File: config.mk
export PLATFORM = sky130hd
export DESIGN_NAME = xma_ext_access
export DESIGN_NICKNAME = d
export VERILOG_FILES = /design/src/xma_ext_access.v /design/src/xma_nvm_store.v /design/src/xma_unlock.v
export VERILOG_INCLUDE_DIRS = /design/src /design/src/src
export SDC_FILE = /design/constraint.sdc
export NUM_CORES = 2
export LEC_CHECK = 0
export BUFFER_PORTS_ARGS = -buffer_cell sky130_fd_sc_hd__buf_2
export CAP_MARGIN = 10
export CORE_MARGIN = 3
export CORE_UTILIZATION = 50
export CTS_CLUSTER_DIAMETER = 120
export CTS_CLUSTER_SIZE = 8
export DETAILED_ROUTE_END_ITERATION = 7
export GPL_TIMING_DRIVEN = 0
export MAX_ROUTING_LAYER = met4
export PLACE_DENSITY = 0.66
export SYNTH_ARGS = -nofsm -noshare
export SYNTH_HDL_FRONTEND = slang
export SYNTH_SLANG_ARGS = --single-unit
File: constraint.sdc
create_clock -name i_clk_sys -period 3.8 [get_ports i_clk_sys]
set_clock_uncertainty 0.2 [all_clocks]
set_input_delay 0.76 -clock i_clk_sys [delete_from_list [all_inputs] [get_ports i_clk_sys]]
set_output_delay 0.76 -clock i_clk_sys [all_outputs]
set_load 0.03 [all_outputs]
File: src/xma_defines.vh
// Notes on behaviour
// - Nonvolatile writes refused until keys 00,27,81,1F,77 land in key register upper byte.
// - Direct register reads and writes work at once after power-on, no unlock.
// - Nonvolatile reads are always allowed, whatever lock or protection.
// - Protection field 0xC blocks nonvolatile writes; shadow writes still accepted.
// - Protection field 0x3 blocks both nonvolatile and shadow writes.
// - Programmed protection can never be cleared; reads remain possible. Here reset reloads the level from LOCK_INIT.
// - Writing 0x80 to write control upper byte writes the low 24 data bits to the address.
// - Write-done flag, bit 0 of write control low byte, sets on completion.
// - Shadow write completes in one clock after the synchronised request.
// - Access to a locked location terminates, sets done flag and error warning.
// - An aborted nonvolatile write also sets the error bit in the error register.
// - Read address then 0x80 to read control fetches the location into read data.
// - Nonvolatile read takes up to 2 us; read-done flag bit 0 sets on completion.
// - Shadow read completes in one clock after the synchronised request.
// - Nonvolatile word: check code in 31:26, zeros in 25:24, value in 23:0.
// - Shadow locations use the same protocol at nonvolatile address plus 0x40.
// - Host may send the next command while the previous answer returns.
// - Shadow writes are blocked only by protection field 0x3 and need no unlock.
// - Shadow copies hold no check code; absent bits read as zero.
`ifndef XMA_DEFINES_VH
`define XMA_DEFINES_VH
`define XMA_OFF_WADDR     6'h02
`define XMA_OFF_WDATA_HI  6'h04
`define XMA_OFF_WDATA_LO  6'h06
`define XMA_OFF_WCTL      6'h08
`define XMA_OFF_RADDR     6'h0A
`define XMA_OFF_RCTL      6'h0C
`define XMA_OFF_RDATA_HI  6'h0E
`define XMA_OFF_RDATA_LO  6'h10
`define XMA_OFF_ERR       6'h24
`define XMA_OFF_WARN      6'h26
`define XMA_OFF_KEY       6'h3C
`define XMA_EXEC_BIT      15
`define XMA_BUSY_BIT      8
`define XMA_DONE_BIT      0
`define XMA_ERR_XEE_BIT   2
`define XMA_WARN_XEE_BIT  7
`define XMA_KEY0          8'h00
`define XMA_KEY1          8'h27
`define XMA_KEY2          8'h81
`define XMA_KEY3          8'h1F
`define XMA_KEY4          8'h77
`define XMA_LOCK_NV       4'hC
`define XMA_LOCK_ALL      4'h3
`define XMA_SHADOW_BASE   8'h40
`define XMA_SHADOW_MASK   32'h00FFFFFF
`define XMA_NV_ZERO_MASK  32'hFCFFFFFF
`define XMA_CLK_MHZ       250
`define XMA_NV_WRITE_US   24000
`define XMA_NV_READ_US    2
`define XMA_NV_WRITE_CYC  (`XMA_NV_WRITE_US * `XMA_CLK_MHZ)
`define XMA_NV_READ_CYC   (`XMA_NV_READ_US * `XMA_CLK_MHZ)
`endif

File: src/xma_ext_access.v
`timescale 1ns/1ps
`include "xma_defines.vh"
// Extended memory access engine behind the direct serial register port.
// The register port is byte wide: i_wr writes i_wdata to byte i_addr; i_rd returns
// the 16-bit word at the even address at or below i_addr one cycle later on o_rdata.
module xma_ext_access #(
  parameter integer WR_CYCLES = `XMA_NV_WRITE_CYC,
  parameter integer RD_CYCLES = `XMA_NV_READ_CYC,
  parameter [3:0]   LOCK_INIT = 4'h0
) (
  input  wire        i_clk_sys,
  input  wire        i_resetn,
  input  wire        i_wr,
  input  wire        i_rd,
  input  wire [5:0]  i_addr,
  input  wire [7:0]  i_wdata,
  output reg  [15:0] o_rdata,
  output reg         o_rvalid,
  output reg         o_wr_busy,
  output reg         o_rd_busy,
  output reg         o_xee_err,
  output reg         o_xee_warn
);
  localparam [1:0] ST_IDLE = 2'h0;
  localparam [1:0] ST_WNV  = 2'h1;
  localparam [1:0] ST_RNV  = 2'h2;

  reg  [1:0]  state_r;
  reg  [7:0]  waddr_r;
  reg  [31:0] wdata_r;
  reg  [7:0]  raddr_r;
  reg  [31:0] rdata_r;
  reg         wdone_r;
  reg         rdone_r;
  reg  [3:0]  lock_r;
  reg  [23:0] shadow_r [0:63];
  reg         wgo_r;
  reg         rgo_r;

  wire        unlocked;
  wire [31:0] nv_rdata;
  wire        nv_done;
  wire        nv_busy;
  wire        key_we = i_wr && i_addr == `XMA_OFF_KEY;
  wire        w_is_sh = waddr_r[7:6] == 2'b01;
  wire        r_is_sh = raddr_r[7:6] == 2'b01;
  wire        w_is_nv = waddr_r[7:6] == 2'b00;
  wire        r_is_nv = raddr_r[7:6] == 2'b00;
  wire        lock_nv = lock_r == `XMA_LOCK_NV || lock_r == `XMA_LOCK_ALL;
  wire        lock_sh = lock_r == `XMA_LOCK_ALL;
  // Shadow writes are blocked only at protection level 0x3 and need no unlock.
  wire        w_deny  = w_is_nv ? (lock_nv || !unlocked) :
                        w_is_sh ? lock_sh : 1'b1;
  wire        nv_wgo  = wgo_r && state_r == ST_IDLE && w_is_nv && !w_deny;
  wire        nv_rgo  = rgo_r && state_r == ST_IDLE && !wgo_r && r_is_nv;

  xma_unlock u_unlock (
    .i_clk_sys  (i_clk_sys),
    .i_resetn   (i_resetn),
    .i_key_we   (key_we),
    .i_key_byte (i_wdata),
    .o_unlocked (unlocked)
  );

  xma_nvm_store #(
    .DEPTH     (64),
    .WR_CYCLES (WR_CYCLES),
    .RD_CYCLES (RD_CYCLES)
  ) u_store (
    .i_clk_sys (i_clk_sys),
    .i_resetn  (i_resetn),
    .i_wr_go   (nv_wgo),
    .i_rd_go   (nv_rgo),
    .i_addr    (state_r == ST_IDLE && !wgo_r ? raddr_r[5:0] : waddr_r[5:0]),
    .i_wdata   (wdata_r),
    .o_rdata   (nv_rdata),
    .o_done    (nv_done),
    .o_busy    (nv_busy)
  );

  // Shadow array has no power-up defaults and no reset; reset of the serial port never clears it.
  always @(posedge i_clk_sys) begin
    if (wgo_r && state_r == ST_IDLE && w_is_sh && !w_deny)
      shadow_r[waddr_r[5:0]] <= wdata_r[23:0];
  end

  // Direct register writes need no preparation after reset.
  always @(posedge i_clk_sys or negedge i_resetn) begin
    if (!i_resetn) begin
      waddr_r <= 8'h00;
      wdata_r <= 32'h00000000;
      raddr_r <= 8'h00;
      wgo_r   <= 1'b0;
      rgo_r   <= 1'b0;
    end else begin
      if (state_r == ST_IDLE)
        wgo_r <= 1'b0;
      if (state_r == ST_IDLE && !wgo_r)
        rgo_r <= 1'b0;
      if (i_wr) begin
        case (i_addr)
          `XMA_OFF_WADDR + 6'h01:    waddr_r <= i_wdata;
          `XMA_OFF_WDATA_HI:         wdata_r[31:24] <= i_wdata;
          `XMA_OFF_WDATA_HI + 6'h01: wdata_r[23:16] <= i_wdata;
          `XMA_OFF_WDATA_LO:         wdata_r[15:8] <= i_wdata;
          `XMA_OFF_WDATA_LO + 6'h01: wdata_r[7:0] <= i_wdata;
          `XMA_OFF_WCTL:             if (i_wdata[7]) wgo_r <= 1'b1;
          `XMA_OFF_RADDR + 6'h01:    raddr_r <= i_wdata;
          `XMA_OFF_RCTL:             if (i_wdata[7]) rgo_r <= 1'b1;
          default: ;
        endcase
      end
    end
  end

  // A write launch wins over a read launch in the same cycle; the read waits.
  always @(posedge i_clk_sys or negedge i_resetn) begin
    if (!i_resetn) begin
      state_r    <= ST_IDLE;
      rdata_r    <= 32'h00000000;
      wdone_r    <= 1'b0;
      rdone_r    <= 1'b0;
      o_xee_err  <= 1'b0;
      o_xee_warn <= 1'b0;
      o_wr_busy  <= 1'b0;
      o_rd_busy  <= 1'b0;
    end else begin
      case (state_r)
        ST_IDLE: begin
          if (wgo_r) begin
            if (w_deny) begin
              wdone_r    <= 1'b1;
              o_wr_busy  <= 1'b0;
              o_xee_warn <= 1'b1;
              if (w_is_nv)
                o_xee_err <= 1'b1;
            end else if (w_is_sh) begin
              wdone_r   <= 1'b1;
              o_wr_busy <= 1'b0;
            end else begin
              state_r <= ST_WNV;
            end
          end else if (rgo_r) begin
            if (r_is_sh) begin
              rdata_r   <= {8'h00, shadow_r[raddr_r[5:0]]};
              rdone_r   <= 1'b1;
              o_rd_busy <= 1'b0;
            end else if (r_is_nv) begin
              state_r <= ST_RNV;
            end else begin
              rdone_r    <= 1'b1;
              o_rd_busy  <= 1'b0;
              o_xee_warn <= 1'b1;
            end
          end
        end
        ST_WNV: begin
          if (nv_done) begin
            wdone_r   <= 1'b1;
            o_wr_busy <= 1'b0;
            state_r   <= ST_IDLE;
          end
        end
        ST_RNV: begin
          if (nv_done) begin
            rdata_r   <= nv_rdata;
            rdone_r   <= 1'b1;
            o_rd_busy <= 1'b0;
            state_r   <= ST_IDLE;
          end
        end
        default: state_r <= ST_IDLE;
      endcase
      // A launch in the cycle a transfer completes must win over the completion.
      // Otherwise the queued request would report idle and done before it has run.
      if (i_wr && i_addr == `XMA_OFF_WCTL && i_wdata[7]) begin
        wdone_r   <= 1'b0;
        o_wr_busy <= 1'b1;
      end
      if (i_wr && i_addr == `XMA_OFF_RCTL && i_wdata[7]) begin
        rdone_r   <= 1'b0;
        o_rd_busy <= 1'b1;
      end
    end
  end

  // Protection level lives in the last nonvolatile word, low nibble. Once a level is
  // set no write path clears it, since nonvolatile writes are blocked from then on.
  always @(posedge i_clk_sys or negedge i_resetn) begin
    if (!i_resetn)
      lock_r <= LOCK_INIT;
    else if (state_r == ST_WNV && nv_done && waddr_r[5:0] == 6'h3F && !lock_nv)
      lock_r <= wdata_r[3:0];
  end

  // Read data: the word at the even address; unused addresses read zero.
  always @(posedge i_clk_sys or negedge i_resetn) begin
    if (!i_resetn) begin
      o_rdata  <= 16'h0000;
      o_rvalid <= 1'b0;
    end else begin
      o_rvalid <= i_rd;
      if (i_rd) begin
        case ({i_addr[5:1], 1'b0})
          `XMA_OFF_WADDR:    o_rdata <= {8'h00, waddr_r};
          `XMA_OFF_WDATA_HI: o_rdata <= wdata_r[31:16];
          `XMA_OFF_WDATA_LO: o_rdata <= wdata_r[15:0];
          `XMA_OFF_WCTL:     o_rdata <= {7'h00, o_wr_busy, 7'h00, wdone_r};
          `XMA_OFF_RADDR:    o_rdata <= {8'h00, raddr_r};
          `XMA_OFF_RCTL:     o_rdata <= {7'h00, o_rd_busy, 7'h00, rdone_r};
          `XMA_OFF_RDATA_HI: o_rdata <= rdata_r[31:16];
          `XMA_OFF_RDATA_LO: o_rdata <= rdata_r[15:0];
          `XMA_OFF_ERR:      o_rdata <= {13'h0000, o_xee_err, 2'b00};
          `XMA_OFF_WARN:     o_rdata <= {8'h00, o_xee_warn, 7'h00};
          `XMA_OFF_KEY:      o_rdata <= {15'h0000, unlocked};
          default:           o_rdata <= 16'h0000;
        endcase
      end
    end
  end
endmodule // xma_ext_access

File: src/xma_nvm_store.v
`timescale 1ns/1ps
`include "xma_defines.vh"
// Nonvolatile array model with timed write and read; words keep the check code layout.
module xma_nvm_store #(
  parameter integer DEPTH     = 64,
  parameter integer WR_CYCLES = `XMA_NV_WRITE_CYC,
  parameter integer RD_CYCLES = `XMA_NV_READ_CYC
) (
  input  wire        i_clk_sys,
  input  wire        i_resetn,
  input  wire        i_wr_go,
  input  wire        i_rd_go,
  input  wire [5:0]  i_addr,
  input  wire [31:0] i_wdata,
  output reg  [31:0] o_rdata,
  output reg         o_done,
  output reg         o_busy
);
  reg [31:0] mem_r [0:DEPTH-1];
  reg [31:0] cnt_r;
  reg        is_wr_r;
  reg [5:0]  addr_r;
  reg [31:0] data_r;

  function [5:0] chk;
    input [23:0] v;
    integer k;
    begin
      chk = 6'h00;
      for (k = 0; k < 24; k = k + 1)
        chk[k % 6] = chk[k % 6] ^ v[k];
    end
  endfunction

  // Array contents are nonvolatile and so are not cleared by reset.
  always @(posedge i_clk_sys) begin
    if (o_busy && is_wr_r && cnt_r == 32'h00000001)
      mem_r[addr_r] <= {chk(data_r[23:0]), 2'b00, data_r[23:0]};
  end

  always @(posedge i_clk_sys or negedge i_resetn) begin
    if (!i_resetn) begin
      cnt_r   <= 32'h00000000;
      is_wr_r <= 1'b0;
      addr_r  <= 6'h00;
      data_r  <= 32'h00000000;
      o_rdata <= 32'h00000000;
      o_done  <= 1'b0;
      o_busy  <= 1'b0;
    end else begin
      o_done <= 1'b0;
      if (!o_busy && (i_wr_go || i_rd_go)) begin
        o_busy  <= 1'b1;
        is_wr_r <= i_wr_go;
        addr_r  <= i_addr;
        data_r  <= i_wdata;
        cnt_r   <= i_wr_go ? WR_CYCLES : RD_CYCLES;
      end else if (o_busy) begin
        if (cnt_r == 32'h00000001) begin
          o_busy <= 1'b0;
          o_done <= 1'b1;
          if (!is_wr_r)
            o_rdata <= mem_r[addr_r] & `XMA_NV_ZERO_MASK;
        end else begin
          cnt_r <= cnt_r - 32'h00000001;
        end
      end
    end
  end
endmodule // xma_nvm_store

File: src/xma_unlock.v
`timescale 1ns/1ps
`include "xma_defines.vh"
// Tracks the five-step key sequence written to the key register upper byte.
module xma_unlock (
  input  wire       i_clk_sys,
  input  wire       i_resetn,
  input  wire       i_key_we,
  input  wire [7:0] i_key_byte,
  output reg        o_unlocked
);
  reg  [2:0] step_r;
  reg  [7:0] expect_c;

  always @* begin
    case (step_r)
      3'h0:    expect_c = `XMA_KEY0;
      3'h1:    expect_c = `XMA_KEY1;
      3'h2:    expect_c = `XMA_KEY2;
      3'h3:    expect_c = `XMA_KEY3;
      default: expect_c = `XMA_KEY4;
    endcase
  end

  // A wrong byte restarts the sequence; a stray 0x00 counts as a fresh first key.
  always @(posedge i_clk_sys or negedge i_resetn) begin
    if (!i_resetn) begin
      step_r     <= 3'h0;
      o_unlocked <= 1'b0;
    end else if (i_key_we && !o_unlocked) begin
      if (i_key_byte == expect_c) begin
        if (step_r == 3'h4) begin
          o_unlocked <= 1'b1;
          step_r     <= 3'h0;
        end else begin
          step_r <= step_r + 3'h1;
        end
      end else if (i_key_byte == `XMA_KEY0) begin
        step_r <= 3'h1;
      end else begin
        step_r <= 3'h0;
      end
    end
  end
endmodule // xma_unlock

Word level (Yosys, flattened, before mapping)
Memory sizes are Yosys's and may differ from the RTL's. A register that Yosys moved wholly into a read port is not among the register bits. Index checks and enable logic that the tools add are counted.

RAM bits: 3456. Memories kept: 2. Logic and storage cells: 232. Bits of input ports: 18. Output and inout bits: 21. Register bits after elaboration: 180.

Memories: u_store.mem_r (depth 64, width 30, read ports 1, clocked after Yosys merged registers in 1, wr ports 1, RTL line xma_nvm_store.v:19) `reg [31:0] mem_r [0:DEPTH-1];`; shadow_r (depth 64, width 24, read ports 1, clocked after Yosys merged registers in 0, wr ports 1, RTL line xma_ext_access.v:36) `reg [23:0] shadow_r [0:63];`.

Mux-type cells: 71. Add/sub/neg operators: 2. Bitwise gates (word level): 20. Eq/ne operators: 54. Reduce and logical (&&, ||, !) cells: 56.

Operators with widths (number): 2-to-1 mux 32 bit (7); one-hot mux 16 bit (11 select lines) (1); one-hot mux 32 bit (2 select lines) (1); 2-to-1 mux 1 bit (45); equality test 32 x 1 -> 1 bit (second input constant) (1); one-hot mux 8 bit (4 select lines) (1); subtractor 32 x 1 -> 32 bit (second input constant) (1); equality test 6 x 3 -> 1 bit (second input constant) (4); 2-to-1 mux 23 bit (1); logical AND 1 bit (21); equality test 5 x 3 -> 1 bit (second input constant) (4); equality test 6 x 4 -> 1 bit (second input constant) (3); XOR 1 bit (18); equality test 5 bit (second input constant) (3); inequality test 3 x 2 -> 1 bit (second input constant) (5); inequality test 3 bit (second input constant) (5); AND reduction 5 bit (3); 2-to-1 mux 2 bit (7); AND reduction 2 bit (7); equality test 6 bit (second input constant) (2); inequality test 2 bit (second input constant) (6); AND reduction 4 bit (3); equality test 5 x 2 -> 1 bit (second input constant) (2); equality test 8 bit (1); other kinds (28) (51).

Depth between registers and ports, before layout
Depth in word-level cells: 10. Gate-level depth with buffers: 11. Gate-level depth less buffers: 8.

Modules after synthesis
From an unflattened synthesis, not the netlist that was laid out.

Cells, all modules: 7535. Area, all modules: 142739.4 um^2.

Modules (own cells, without submodules): xma_nvm_store (times used 1, sequential area each 60032.6 um^2, cells each 4363, area each 77877.2 um^2); xma_ext_access (times used 1, sequential area each 48901.9 um^2, cells each 3121, area each 64398.0 um^2); xma_unlock (times used 1, sequential area each 100.1 um^2, cells each 51, area each 464.2 um^2).

Worst setup path after synthesis
No wires, ideal clock.

Path type: reg-to-reg. Start point: reg u_store.cnt_r[14]. End point: mem u_store.mem_r[33][0] (netlist name) (enable). Setup slack: -326 ps. Required time: 3183 ps. Arrival: 3509 ps. Buffers on the path: 1. Cell stages (with the launch flop): 7. Path through: dfrtp_1 -> or4_4 -> nor4_4 -> nand4_4 -> or4_1 -> clkbuf_1 -> nor2_1.

Cells in the longest elaborated chain, start to end: 4.

RTL lines: from (decl) (RTL line xma_nvm_store.v:20) `reg [31:0] cnt_r;`; from (signal assigned) (RTL line xma_nvm_store.v:57) `cnt_r <= i_wr_go ? WR_CYCLES : RD_CYCLES;`; from (signal assigned) (RTL line xma_nvm_store.v:65) `cnt_r <= cnt_r - 32'h00000001;`; equality test 32 x 1 -> 1 bit (RTL line xma_nvm_store.v:37) `if (o_busy && is_wr_r && cnt_r == 32'h00000001)`; logical AND 1 bit (RTL line xma_nvm_store.v:37); 2-to-1 mux 1 bit (RTL line xma_nvm_store.v:37); 2-to-1 mux 1 bit (not written as such) (RTL line xma_nvm_store.v:38) `mem_r[addr_r] <= {chk(data_r[23:0]), 2'b00, data_r[23:0]};`; to (decl) (RTL line xma_nvm_store.v:19).

No other way between the ends.

==> key figures <==
Outcome
  • Status: finished with violations
  • Failing checks: design-rule violations, negative setup slack

Final layout
  • Filler cells: 19,500
  • Nets: 8,376
  • Synth-to-Final Area Change: 22.1%
  • Commonest non-fill, non-tap cell in the layout: edfxtp_1
  • Final Util: between 60% and 70%
  • Commonest non-fill, non-tap cells in the layout: 3,456 x edfxtp_1, 542 x clkbuf_16, 538 x mux4_2
  • Layout cells sized above 1: 30.5%
  • Fin area: 173,000 µm²

Detailed routing
  • Vias: 88,700
  • Avg Vias per Cell: between 7 and 8
  • Routed wire per std cell: 48.8 µm
  • Post-DRT Antenna Nets: 0
  • DRT Pass-1 Iters: 8
  • DR iter-0 viols: around 18,000
  • Post-Route WL: approximately 600 mm
  • DRC: 5

Min path
  • Worst Hold Class: primary input to register
  • Min-delay src: i_addr[4]
  • Hold path depth: 5
  • Hold path endpoint: rdone_r

Setup path
  • Worst Setup Start Kind: register
  • CP max FO: 10
  • CP arrival: a little under 5 ns
  • R2R Setup Slk: -0.32 ns
  • Worst R2R Path Depth: 7
  • Worst r2r src: u_store.addr_r[5]
  • Setup crit end kind: register
  • CP Data Required Time: between 4 and 5 ns
  • CP Class: register to register
  • FF-to-FF End: u_store.o_rdata[4]

Yosys
  • Ys flop type: edfxtp_1
  • FFs w/ async S/R, synth: around 5.7%
  • Post-synthesis cell type count: 82
  • Yosys top cell by area: edfxtp_1
  • Post-synthesis sequential area ratio: between 70% and 80%
  • Yosys top cell area share: between 70% and 80%
  • Ys Warns: 0
  • Synthesized cell area: between 100,000 and 150,000 µm²
  • EDFF count, synth: about 3,500
  • Mapped Nets: 7,320
  • Synth Instances: roughly 7,300
  • Flops & latches, synth: 3,664
  • Area contributors post-synth: edfxtp_1 73%, mux4_2 8.5%, dfrtp_1 3.7%, mux2i_1 2.9%, mux2_2 1.5%
  • Syn_area_per_cell: 19.5 µm²

Floorplan
  • Placeable Area: 281,000 µm²
  • Vert. Die Dim: 539 µm
  • Row count: a little under 200
  • Starting Density: 50.5%
  • Top Ports: 39
  • Die area: 290,000 µm²
  • Die W: 539 µm

Place
  • GP Congestion: around 1.0
  • Post-DP Area: roughly 150,000 µm²
  • Post-DP HPWL: 389 mm
  • I/O Buffers: 34

Global routing
  • GRT Overall Usage: 42.2%
  • Initial antenna violation count: 63
  • Largest net degree at the start of global routing: roughly 110
  • Vias in the first global route: 83,500
  • Global-route wire length before repair: slightly below 800 mm
  • GRT Residual Overflow: 0

STA
  • Slew @ Worst Pin: between 1 and 1.5 ns
  • Max-Slew Margin vs Limit: under 10%
  • Fin crit share: 108%
  • Final Hold Vio Count: 0
  • Crit path time final: 4.12 ns
  • Slew Viols, Final: 0
  • Max Clock Freq: 0.243 GHz
  • Final worst slack: -0.320 ns
  • Endpoints failing setup: 170
  • Unrepaired setup endpoints after global routing: yes

Clock tree
  • H-tree depth: 6
  • Clock buffer count from CTS: 527
  • Clk Tree Root Cell: clkbuf_16
  • Clock Tree Buf Depth: 4
  • Clock Sinks: ~3,700
  • Reg clk slew, reported paths: 0.05 ns
  • Clock latency at the later pin of the worst-skew pair: 1.10 ns
  • CTS tree: yes

Pwr
  • Total chip power: 93.7 mW
  • Cell area power density: ~540 nW/µm²
  • Worst VDD drop: roughly 0.5 mV
  • P_leak: 59.8 nW

Flow run
  • Maxcap violations: 0
how the worst max path moves through the flow:
stage | startpoint | endpoint | cells past startpoint
4_1_cts | state_r[1] | shadow_r[46][18] | 7
6_report | u_store.addr_r[5] | u_store.o_rdata[4] | 7
5_1_grt | u_store.addr_r[2] | u_store.o_rdata[4] | 10
3_5_place_dp | u_store.addr_r[1] | u_store.o_rdata[6] | 10
3_3_place_gp | u_store.addr_r[2] | u_store.mem_r[15][4] | 9
2_1_floorplan | u_store.cnt_r[14] | u_store.mem_r[33][0] | 6
synth_stat cells (8+ instances only):
cell type  instances
buf_2            116
o211ai_1          16
xnor2_1           20
a31oi_1           24
o22a_1            30
a222oi_1          18
mux2_2           195
nand2b_1          18
o221ai_1          18
edfxtp_1        3456
a221oi_1         216
inv_1             53
or2_2              8
nor2b_1           19
o2111a_1           8
mux4_2           538
or3b_2            10
a2111oi_0         21
o22ai_1          136
a21oi_1          160
nand2_1          253
nand3_1           43
xor2_1            13
a211oi_1          22
nor4_1            30
clkbuf_1         262
nand3b_1          22
a221o_1           42
buf_1             87
and2_1             8
or3_1             13
nor2_1           274
a22o_1            56
ha_1              10
o2bb2ai_1         23
a21o_1            16
o21ai_0          127
and3_1             8
mux2i_1          408
dfrtp_1          208
nand4_1            8
nor3_1            26
a22oi_1          168
nor3b_1            8
area by class of cell:
class / instances / area, µm² / area share [%]
clock buffers: 600 / 13700 / 7.88
inverters: 56 / 215 / 0.124
diodes: 85 / 213 / 0.123
plain buffers: 448 / 3220 / 1.86
clock inverters: 50 / 860 / 0.496
repair buffers: 489 / 7480 / 4.32
multi-input cells: 3162 / 33800 / 19.5
flip-flops and latches: 3664 / 109000 / 63.0
well taps: 3724 / 4660 / 2.69
cells by family after synthesis:
logic type      after synthesis  synth area share [%]
compound gates             1146                  5.90
mux                        1141                  13.0
flops                      3664                  76.8
simple gates                777                  2.56
fa+ha+maj                    10                0.0882
buf+inv                     521                  1.48
xor+xnor                     33                 0.204
routing by layer:
| layer | global-route usage, % | wire [µm] | up-vias |
|---|---|---|---|
| li1 | - | - | 32400 |
| met2 | 59.6 | 262000 | 7979 |
| met1 | 49.5 | 197000 | 46000 |
| met4 | 33.7 | 61800 | 0 |
| met5 | - | 0 | - |
| met3 | 14.0 | 78700 | 2293 |
through the flow:
stage	hold WS (ns)	cells	TNS, ns	setup slack (ns)
floorplan	0.247	7292	-421.64	-0.326
global placement	0.278	11100	-	-6.36
detailed placement	0.280	11300	-4164.65	-2.37
CTS	0.0251	12100	-210.44	-0.297
global route	0.0538	12300	-0.0863	-0.0553
finish	0.0399	12300	-7.37	-0.320
registers in the layout (all words and copies together), names as in the netlist, 2 cells and up:
name,flops
shadow_r,1536
wdata_r,32
rdata_r,30
state_r,2
u_store.data_r,24
u_store.addr_r,6
u_store.cnt_r,32
u_unlock.step_r,3
waddr_r,8
u_store.mem_r,1920
u_store.o_rdata,30
raddr_r,8
o_rdata,16
lock_r,4
power breakdown:
part           switching (mW)  internal [mW]  total (mW)
Combinational            3.77           1.99        5.76
Clock                    17.4           25.2        42.6
Sequential              0.692           44.7        45.3
what timing repair did:
| action | 4_1_cts | 5_1_grt |
|---|---|---|
| hold endpoints to repair | 131 | 0 |
| resized for setup | 745 | 146 |
| buffers inserted | 139 | 55 |
| hold buffers | 5 | 0 |
| pin swaps | 126 | 41 |
| endpoints found under the setup margin | 3516 | 1843 |
| gates cloned | 50 | 7 |
worst max-delay path: stages (launching register included):
cell	delay, ns
dfrtp_1	0.59
buf_2	0.45
nor3b_1	0.18
buf_2	0.23
clkbuf_2	0.41
a222oi_1	1.23
nand4_1	0.43
o21a_1	0.23
(Power assumes the default switching activity.)
